$ cat src/hw/sdc_consts.vh
// timing constants and settings encodings for the stepper drive control block
`ifndef SDC_CONSTS_VH
`define SDC_CONSTS_VH
// ****************************************
// timing
// ****************************************
`define SDC_CLK_MHZ        100
`define SDC_PWM_HZ         22000
`define SDC_PWM_CYC        (`SDC_CLK_MHZ * 1000000 / `SDC_PWM_HZ)
`define SDC_IDLE_MS        1000
`define SDC_IDLE_CYC       (`SDC_IDLE_MS * `SDC_CLK_MHZ * 1000)
`define SDC_INIT_US        100
`define SDC_INIT_CYC       (`SDC_INIT_US * `SDC_CLK_MHZ)
`define SDC_FLASH_MS       50
`define SDC_FLASH_CYC      (`SDC_FLASH_MS * `SDC_CLK_MHZ * 1000)
// ****************************************
// settings encodings
// ****************************************
`define SDC_CUR_MIN        6'd9
`define SDC_CUR_MAX        6'd40
`define SDC_IDLE_NONE      2'h0
`define SDC_IDLE_HALF      2'h1
`define SDC_IDLE_ZERO      2'h2
`define SDC_MODE_STEPDIR   1'b0
`define SDC_MODE_CWCCW     1'b1
`define SDC_RES_FULL       1'b0
`define SDC_RES_HALF       1'b1
`define SDC_PHASE_W        3
`define SDC_PHASE_RST      3'h0
`endif

$ cat src/hw/sdc_drive.v
// stepper drive control: pulse decode, current, faults, led
`timescale 1ns/1ps
`default_nettype none
`include "sdc_consts.vh"
module sdc_drive #(
  parameter integer IDLE_CYC  = `SDC_IDLE_CYC,
  parameter integer INIT_CYC  = `SDC_INIT_CYC,
  parameter integer FLASH_CYC = `SDC_FLASH_CYC,
  parameter integer PWM_CYC   = `SDC_PWM_CYC
) (
  input  wire       clk,
  input  wire       rst,
  input  wire       pulse_a_input,
  input  wire       pulse_b_input,
  input  wire       disable_in,
  input  wire       short_phase_in,
  input  wire       short_ground_in,
  input  wire       over_temp_in,
  input  wire       pulse_mode_switch,
  input  wire       resolution_switch,
  input  wire [5:0] current_switch,
  input  wire [1:0] idle_switch,
  output reg        fault_out,
  output reg        led_green,
  output reg        led_red,
  output reg        step_out,
  output reg        dir_out,
  output reg  [2:0] phase_out,
  output reg  [5:0] current_set,
  output reg        pwm_a,
  output reg        pwm_b,
  output reg        bridge_en,
  output reg        ready
);
  // ****************************************
  // input synchronisers
  // ****************************************
  wire a_s;
  wire b_s;
  wire dis_s;
  wire sp_s;
  wire sg_s;
  wire ot_s;
  sdc_sync u_a  (.clk(clk), .rst(rst), .din(pulse_a_input),   .dout(a_s));
  sdc_sync u_b  (.clk(clk), .rst(rst), .din(pulse_b_input),   .dout(b_s));
  sdc_sync u_d  (.clk(clk), .rst(rst), .din(disable_in),      .dout(dis_s));
  sdc_sync u_sp (.clk(clk), .rst(rst), .din(short_phase_in),  .dout(sp_s));
  sdc_sync u_sg (.clk(clk), .rst(rst), .din(short_ground_in), .dout(sg_s));
  sdc_sync u_ot (.clk(clk), .rst(rst), .din(over_temp_in),    .dout(ot_s));

  // ****************************************
  // initialization and idle setting capture
  // ****************************************
  reg [31:0] init_cnt_r;
  reg [1:0]  idle_sel_r;
  always @(posedge clk) begin
    if (rst) begin
      init_cnt_r <= 32'h0;
      ready      <= 1'b0;
      idle_sel_r <= `SDC_IDLE_NONE;
    end else if (!ready) begin
      // setting sampled every cycle until ready so later switch moves need a reset
      idle_sel_r <= (idle_switch == 2'h3) ? `SDC_IDLE_ZERO : idle_switch;
      if (init_cnt_r >= INIT_CYC - 1) begin
        ready <= 1'b1;
      end else begin
        init_cnt_r <= init_cnt_r + 32'h1;
      end
    end
  end

  // ****************************************
  // fault latch
  // ****************************************
  reg fault_r;
  wire fault_now = sp_s | sg_s | ot_s;
  always @(posedge clk) begin
    if (rst) begin
      fault_r <= 1'b0;
    end else if (fault_now) begin
      fault_r <= 1'b1;
    end else if (dis_s) begin
      fault_r <= 1'b0;
    end
  end
  wire run = ready & ~fault_r & ~dis_s;

  // ****************************************
  // pulse decode
  // ****************************************
  reg a_d_r;
  reg b_d_r;
  always @(posedge clk) begin
    if (rst) begin
      a_d_r <= 1'b0;
      b_d_r <= 1'b0;
    end else begin
      a_d_r <= a_s;
      b_d_r <= b_s;
    end
  end
  wire a_rise = a_s & ~a_d_r;
  wire b_rise = b_s & ~b_d_r;
  reg step_nxt;
  reg dir_nxt;
  always @* begin
    if (pulse_mode_switch == `SDC_MODE_CWCCW) begin
      step_nxt = a_rise ^ b_rise;
      dir_nxt  = a_rise;
    end else begin
      step_nxt = a_rise;
      dir_nxt  = b_s;
    end
  end
  wire step_ok = step_nxt & run;

  // ****************************************
  // step sequencer
  // ****************************************
  always @(posedge clk) begin
    if (rst) begin
      step_out  <= 1'b0;
      dir_out   <= 1'b0;
      phase_out <= `SDC_PHASE_RST;
    end else begin
      step_out <= step_ok;
      if (step_ok) begin
        dir_out <= dir_nxt;
        // full step moves bits 2:1 by one and clears bit 0, two half-step phases on from an even one; 8 phases per electrical cycle
        if (resolution_switch == `SDC_RES_HALF) begin
          phase_out <= dir_nxt ? phase_out + 3'h1 : phase_out - 3'h1;
        end else begin
          phase_out <= dir_nxt ? {phase_out[2:1] + 2'h1, 1'b0}
                               : {phase_out[2:1] - 2'h1, 1'b0};
        end
      end
    end
  end

  // ****************************************
  // idle reduction and current setpoint
  // ****************************************
  reg [31:0] idle_cnt_r;
  reg        idle_r;
  always @(posedge clk) begin
    if (rst) begin
      idle_cnt_r <= 32'h0;
      idle_r     <= 1'b0;
    end else if (step_ok) begin
      idle_cnt_r <= 32'h0;
      idle_r     <= 1'b0;
    end else if (idle_cnt_r >= IDLE_CYC - 1) begin
      idle_r <= 1'b1;
    end else begin
      idle_cnt_r <= idle_cnt_r + 32'h1;
    end
  end
  reg [5:0] cur_nxt;
  reg [5:0] cur_clip;
  always @* begin
    if (current_switch < `SDC_CUR_MIN) begin
      cur_clip = `SDC_CUR_MIN;
    end else if (current_switch > `SDC_CUR_MAX) begin
      cur_clip = `SDC_CUR_MAX;
    end else begin
      cur_clip = current_switch;
    end
    if (!ready || fault_r || dis_s) begin
      cur_nxt = 6'h0;
    // the accepted step itself lifts the reduction, so the setpoint is full with step_out
    end else if (idle_r && !step_ok && idle_sel_r == `SDC_IDLE_HALF) begin
      cur_nxt = {1'b0, cur_clip[5:1]};
    end else if (idle_r && !step_ok && idle_sel_r == `SDC_IDLE_ZERO) begin
      cur_nxt = 6'h0;
    end else begin
      cur_nxt = cur_clip;
    end
  end
  always @(posedge clk) begin
    if (rst) begin
      current_set <= 6'h0;
      bridge_en   <= 1'b0;
    end else begin
      current_set <= cur_nxt;
      bridge_en   <= (cur_nxt != 6'h0);
    end
  end

  // ****************************************
  // pwm carrier
  // ****************************************
  reg [15:0] pwm_cnt_r;
  // product needs 32 bits: period times full setpoint overflows 16
  wire [31:0] duty_full = (PWM_CYC * {26'h0, current_set}) / 32'd40;
  wire [15:0] duty      = duty_full[15:0];
  always @(posedge clk) begin
    if (rst) begin
      pwm_cnt_r <= 16'h0;
      pwm_a     <= 1'b0;
      pwm_b     <= 1'b0;
    end else begin
      pwm_cnt_r <= (pwm_cnt_r >= PWM_CYC - 1) ? 16'h0 : pwm_cnt_r + 16'h1;
      // phase bits 2 and 1 pick which windings are driven; both off at zero duty
      pwm_a <= bridge_en & (pwm_cnt_r < duty) & ~phase_out[2];
      pwm_b <= bridge_en & (pwm_cnt_r < duty) & (phase_out[2] | phase_out[1]);
    end
  end

  // ****************************************
  // fault output and led
  // ****************************************
  reg [31:0] flash_cnt_r;
  reg        flash_r;
  reg        active_r;
  always @(posedge clk) begin
    if (rst) begin
      flash_cnt_r <= 32'h0;
      flash_r     <= 1'b0;
      active_r    <= 1'b0;
      fault_out   <= 1'b0;
      led_green   <= 1'b0;
      led_red     <= 1'b0;
    end else begin
      if (step_ok) begin
        active_r <= 1'b1;
      end else if (idle_r) begin
        active_r <= 1'b0;
      end
      if (flash_cnt_r >= FLASH_CYC - 1) begin
        flash_cnt_r <= 32'h0;
        flash_r     <= ~flash_r;
      end else begin
        flash_cnt_r <= flash_cnt_r + 32'h1;
      end
      fault_out <= ready & ~fault_r & ~fault_now;
      led_red   <= fault_r | fault_now;
      led_green <= ready & ~fault_r & ~fault_now & (~active_r | flash_r);
    end
  end
endmodule // sdc_drive
`default_nettype wire

$ cat src/hw/sdc_sync.v
// three-flop input synchroniser with agreement check
`timescale 1ns/1ps
`default_nettype none
module sdc_sync (
  input  wire clk,
  input  wire rst,
  input  wire din,
  output reg  dout
);
  reg s1_r;
  reg s2_r;
  reg s3_r;
  // s1 only feeds s2; a change counts once s2 and s3 agree
  always @(posedge clk) begin
    if (rst) begin
      s1_r <= 1'b0;
      s2_r <= 1'b0;
      s3_r <= 1'b0;
      dout <= 1'b0;
    end else begin
      s1_r <= din;
      s2_r <= s1_r;
      s3_r <= s2_r;
      if (s2_r == s3_r) begin
        dout <= s3_r;
      end
    end
  end
endmodule // sdc_sync
`default_nettype wire

$ cat config.mk
export PLATFORM = sky130hd
export DESIGN_NAME = sdc_drive
export DESIGN_NICKNAME = d
export VERILOG_FILES = /design/src/hw/sdc_drive.v /design/src/hw/sdc_sync.v
export VERILOG_INCLUDE_DIRS = /design/src /design/src/hw
export SDC_FILE = /design/constraint.sdc
export NUM_CORES = 1
export LEC_CHECK = 0
export ABC_AREA = 0
export BUFFER_PORTS_ARGS = -buffer_cell sky130_fd_sc_hd__clkbuf_2
export CORE_UTILIZATION = 27
export CTS_CLUSTER_SIZE = 10
export DETAILED_ROUTE_END_ITERATION = 8
export PLACE_DENSITY = 0.45
export REMOVE_ABC_BUFFERS = 1
export SYNTH_ARGS = -nofsm -noshare
export SYNTH_HDL_FRONTEND = slang
export SYNTH_SLANG_ARGS = --single-unit
$ cat constraint.sdc
create_clock -name clk -period 8.3 [get_ports clk]
set_clock_uncertainty 0.1 [all_clocks]
set_input_delay 1.66 -clock clk [delete_from_list [all_inputs] [get_ports clk]]
set_output_delay 1.66 -clock clk [all_outputs]
set_load 0.01 [all_outputs]
* Yosys cells after proc, flatten, opt, wreduce, memory -nomap -nowiden
Index checks and enable logic that the tools add are counted.
** Operators by class
- Div/mod/pow operators :: 1
- Equality and inequality tests :: 9
- Multipliers :: 1
- Magnitude comparators :: 7
- Add/sub/neg operators :: 8
- Reduce and logical (&&, ||, !) cells :: 14
- Muxes and demuxes :: 17
- Bitwise logic cells :: 26
** Operators by type and width (number)
- $add A32 B1 Y32 const B :: 3
- $div A19 B6 Y32 const B :: 1
- $ge A32 B14 Y1 const B :: 1
- $ge A32 B23 Y1 const B :: 1
- $ge A32 B27 Y1 const B :: 1
- $mux W6 :: 5
- $mul A13 B6 Y19 const A :: 1
- $add A16 B1 Y16 const B :: 1
- $ge A16 B13 Y1 const B :: 1
- $lt A16 B16 Y1 :: 1
- $and A1 B1 Y1 :: 10
- $not A1 Y1 :: 10
- $mux W3 :: 3
- $mux W1 :: 8
- $eq A1 B1 Y1 :: 6
- $gt A6 B6 Y1 const B :: 1
- $lt A6 B4 Y1 const B :: 1
- $reduce_bool A6 Y1 :: 1
- $reduce_or A2 Y1 :: 3
- $or A1 B1 Y1 :: 5
- $eq A2 B2 Y1 const B :: 2
- $reduce_bool A2 Y1 :: 2
- $add A3 B1 Y3 const B :: 1
- $logic_and A1 B1 Y1 :: 3
- 9 further kinds :: 11
** Storage, ports and cells
- Word-level logic and storage cells :: 129
- Output and inout bits :: 18
- Register bits after elaboration :: 162
- Bits of input ports :: 18

* Longest topological paths before layout
- Depth in word-level cells :: 12
- Gate-level depth with buffers :: 38
- Mapped depth without buffers :: 35

* Hierarchy
Synthesis repeated with hierarchy kept, for this count alone.
** Second synthesis, totals
- Cells, all modules :: 1094
- Area total of the unflattened synthesis :: 9217.6 sq um
** Modules (own cells, without submodules)
- sdc_drive :: area each 8541.9 sq um, times used 1, cells an instance 1034, sequential area each 2762.6 sq um
- sdc_sync :: area each 112.6 sq um, times used 6, cells an instance 10, sequential area each 80.1 sq um

* Worst setup path after synthesis
No wires, ideal clock.
- Path kind :: reg2reg
- Start :: register current_set[4]
- End :: register pwm_b
- Setup time :: 0.070 ns
- Period minus slack after synthesis :: 8.108 ns
- Data required time :: 8.130 ns
- Stages on the path, launching flop included :: 35
- Buffers on the path :: 1
- Arrival :: 7.938 ns
- Slack :: 0.192 ns
- Cells stage by stage :: dfxtp_1 inv_1 ha_1 ha_1 inv_1 fa_1 inv_1 fa_1 a211o_1 a211oi_2 o211ai_2 o2111a_1 a2111oi_4 nand2_2 a2111oi_4 or3_1 buf_6 o22ai_1 o31a_1 or4_1 o2111ai_1 o31ai_2 or4b_1 nand3_2 nand2_4 mux2i_1 inv_1 ha_1 a21oi_1 nor2b_1 o31ai_1 o21ai_0 a2111oi_0 o21ai_0 a21oi_1
** On the way
- Word-level cells in the longest chain between the ends :: 5
** RTL lines
- start, declared :: RTL line sdc_drive.v:29 : output reg [5:0] current_set,
- start signal, assigned :: RTL line sdc_drive.v:184 : current_set <= cur_nxt;
- $mul A13 B6 Y19 :: RTL line sdc_drive.v:194 : wire [31:0] duty_full = (PWM_CYC * {26'h0, current_set}) / 32'd40;
- $div A19 B6 Y32 :: RTL line sdc_drive.v:194
- $lt A16 B16 Y1 :: RTL line sdc_drive.v:205 : pwm_b <= bridge_en & (pwm_cnt_r < duty) & (phase_out[2] | phase_out[1]);
- $and A1 B1 Y1 (2 in series) :: RTL line sdc_drive.v:205
- end signal, assigned :: RTL line sdc_drive.v:205
- end, declared :: RTL line sdc_drive.v:31 : output reg pwm_b,
Every way passes these cells.
A chain may end at the register's enable or synchronous reset.

* Final worst setup path
- Start :: register current_set[2]
- End :: register pwm_a
** On the way
- Word-level cells in the longest chain between the ends :: 5
** RTL lines
- $mul A13 B6 Y19 :: RTL line sdc_drive.v:194
- $div A19 B6 Y32 :: RTL line sdc_drive.v:194
- $lt A16 B16 Y1 :: RTL line sdc_drive.v:204 : pwm_a <= bridge_en & (pwm_cnt_r < duty) & ~phase_out[2];
- $and A1 B1 Y1 (2 in series) :: RTL line sdc_drive.v:204
- end signal, assigned :: RTL line sdc_drive.v:204
- end, declared :: RTL line sdc_drive.v:30 : output reg pwm_a,
Every way passes these cells.

==> flow_metrics.py <==
metrics = {
    "worst_hold_path": {
        "holdCritPathClass": "reg -> reg",
    },
    "setup_path": {
        "arrival_ns": 8.18,
        "crit_slowest_cell": "or4_1",
        "critical_path_class": "reg -> reg",
        "critPathLaunchType": "register",
        "crit_cells": 34,
        "r2r_end": "pwm_a",
        "crit_family": "compound AO/OA/AOI/OAI gates",
        "crit_buf_inv": 5,
        "startpoint": "current_set[2]",
        "crit_required_ns": 8.51,
        "ff2ff_setup_slack_ns": 0.33,
        "endpoint": "pwm_a",
        "r2r_start": "current_set[2]",
        "critical_path_peak_fanout": 7,
        "slowest_delay_ns": 0.56,
        "ff2ff_path_depth": 34,
        "worstSetupEndpointType": "register",
    },
    "global_routing": {
        "antenna_found_initial": 0,
        "grt_max_degree": 73,
        "overflow": 0,
        "grt_usage": 0.130,
        "grt_pass1_wl_mm": 38.0,
        "grt_pass1_vias": 7629,
    },
    "yosys": {
        "syn_area_sq_mm": 0.00932,
        "ys_types": 100,
        "avgSynthCellArea_sq_um": 8.50,
        "ys_ff_latch": 162,
        "synth_most_common_cell": "dfxtp_1",
        "ys_top_cells_by_area": "dfxtp_1 (35%), ha_1 (5.9%), nor2_1 (5.5%), xor2_1 (5.0%), nor2b_1 (3.1%)",
        "syn_inst": 1096,
        "yosysSeqAreaShare": 0.348,
        "synthTopCellsByCount": "dfxtp_1 (162), nor2_1 (136), nand2_1 (70)",
        "synth_edf_count": 0,
        "synthFlopType": "dfxtp_1",
        "yosysTopAreaCell": "dfxtp_1",
        "yosys.area.top_type_share": 0.348,
        "async_flop_share": 0,
        "yosysWarnings": 0,
    },
    "drt": {
        "ant_nets": 0,
        "vias": 8161,
        "viasPerCell": 4.86,
        "drc_errors": 0,
        "drtIter0Drc": 447,
        "routedWlPerCell_microns": 13.9,
        "dr.pass1.iters": 5,
        "routed_wl_mm": 23.4,
    },
    "clock_tree": {
        "clk_pin_slew_worst_paths_ns": 0.06,
        "cts-htree-levels": 4,
        "cts_tree": "built",
        "cts-root-buf": "clkbuf_16",
        "cts_made_buffers": 17,
        "cts_sinks": 162,
        "clock_latency_ns": 0.42,
        "clock_path_buffers": 2,
    },
    "sta": {
        "hold_viol": 0,
        "worst_pin_slew_ns": 1.05,
        "whs_ns": 0.336,
        "fmax_mhz": 125,
        "final.min_clock_period_ns": 7.97,
        "period_share": 0.960,
        "setup_ws_ns": 0.331,
        "slew-limit-headroom": 0.301,
        "rsz0062_at_grt": "true",
        "setup_violations": 0,
        "slew_viol_final": 0,
    },
    "layout": {
        "drive_gt1_frac": 0.241,
        "design_area_sq_mm": 0.0120,
        "nNetsFinal": 1287,
        "area.growth.synth_to_final_pct": 28.7,
        "multiInputGateArea_sq_mm": 0.00643,
        "fin_util": 0.356,
        "n_fill_cell": 3518,
        "n_antenna_cell": 0,
        "ff_latch_area_sq_mm": 0.00325,
    },
    "power_and_ir_drop": {
        "p_leak_nw": 4.65,
        "peakVddDrop_uv": 131,
        "cellPowerDensity_mw_per_mm2": 139,
    },
    "floorplanning": {
        "num_rows": 67,
        "coreArea_sq_mm": 0.0337,
        "die_area_sq_mm": 0.0352,
        "start_util": 0.276,
        "io_pins": 36,
        "die_w_microns": 188,
        "die_height_microns": 188,
    },
    "place": {
        "place_area_sq_mm": 0.0105,
        "gp_congestion": 0.863,
        "place_ws_ns": -0.128,
        "place_hpwl_mm": 16.9,
        "io_buffers": 35,
    },
    "outcome": {
        "status": "completed",
    },
    "run": {
        "maxCapViolations": 0,
    },
}
[routing by layer]
metal / up-vias / global-route usage / share of wire
li1: 4172 / - / -
met1: 3832 / 0.177 / 0.50
met2: 130 / 0.209 / 0.45
met3: 27 / 0.0240 / 0.029
met4: 0 / 0.0391 / 0.016
met5: - / 0 / 0
[cell usage in the layout (no fill, tap or decap), types with 32 or more instances in the layout]
cell / synthesis / layout
a21oi_1: 49 / 45
o21ai_0: 45 / 36
clkbuf_2: 0 / 34
nor2_1: 136 / 134
dfxtp_1: 162 / 157
nor2b_1: 46 / 46
buf_4: 1 / 100
xor2_1: 53 / 53
nand2_1: 70 / 68
nand3_1: 48 / 46
ha_1: 44 / 32
[metrics by stage]
stage | instances | power, W | TNS [ns]
4_1_cts | 1659 | 0.00169 | 0
2_1_floorplan | 1060 | 0.000828 | -0.520
5_1_grt | 1680 | 0.00173 | -0.182
6_report | 1680 | 0.00166 | 0
3_5_place_dp | 1626 | 0.000846 | -0.254
3_3_place_gp | 1626 | 0.000845 | -0.0876
[state kept, by name, indices dropped and copies added, names as in the netlist, 2 cells and up]
| register | cells |
|---|---|
| current_set | 6 |
| flash_cnt_r | 32 |
| idle_cnt_r | 32 |
| idle_sel_r | 2 |
| init_cnt_r | 32 |
| phase_out | 3 |
| pwm_cnt_r | 16 |
[area by class of cell]
class / instances / share of cell area
clock buffer: 21 / 0.0384
clock inverter: 11 / 0.0148
inverter: 34 / 0.0111
multi-input combinational: 864 / 0.536
sequential: 162 / 0.271
tap: 448 / 0.0468
timing repair buffer: 140 / 0.0819
[what timing repair did]
action,4_1_cts,5_1_grt
resized for setup,10,120
hold buffers,0,0
setup buffers,1,21
setup endpoints to repair,2,2
pin swaps,1,52
[how the worst min path moves through the flow]
| stage | startpoint | end | cells past startpoint |
|---|---|---|---|
| after floorplan | u_a.s1_r | u_a.s2_r | 1 |
| after detailed placement | u_a.s1_r | u_a.s2_r | 1 |
| after global placement | u_b.s1_r | u_b.s2_r | 1 |
| after CTS | u_ot.s1_r | u_ot.s2_r | 1 |
| final | u_a.s1_r | u_a.s2_r | 1 |
| after global routing | u_ot.s1_r | u_ot.s2_r | 1 |
[cell families after synthesis]
family                   Yosys count  synth area share
other                              1          0.000403
adder cells (fa/ha/maj)           51            0.0731
multiplexers                      13            0.0141
buffers and inverters             81            0.0363
XOR/XNOR                          81            0.0762
AND/OR/NAND/NOR                  457             0.250
AO/OA/AOI/OAI                    250             0.202
flip-flops                       162             0.348
[power by group]
group,total (W),internal [W],switching (W)
clock,0.000836,0.000522,0.000314
sequential,0.000793,0.000788,0.00000546
combinational,0.0000347,0.0000135,0.0000212
total,0.00166,0.00132,0.000341
Note: power is estimated with default switching activity, not from simulation.
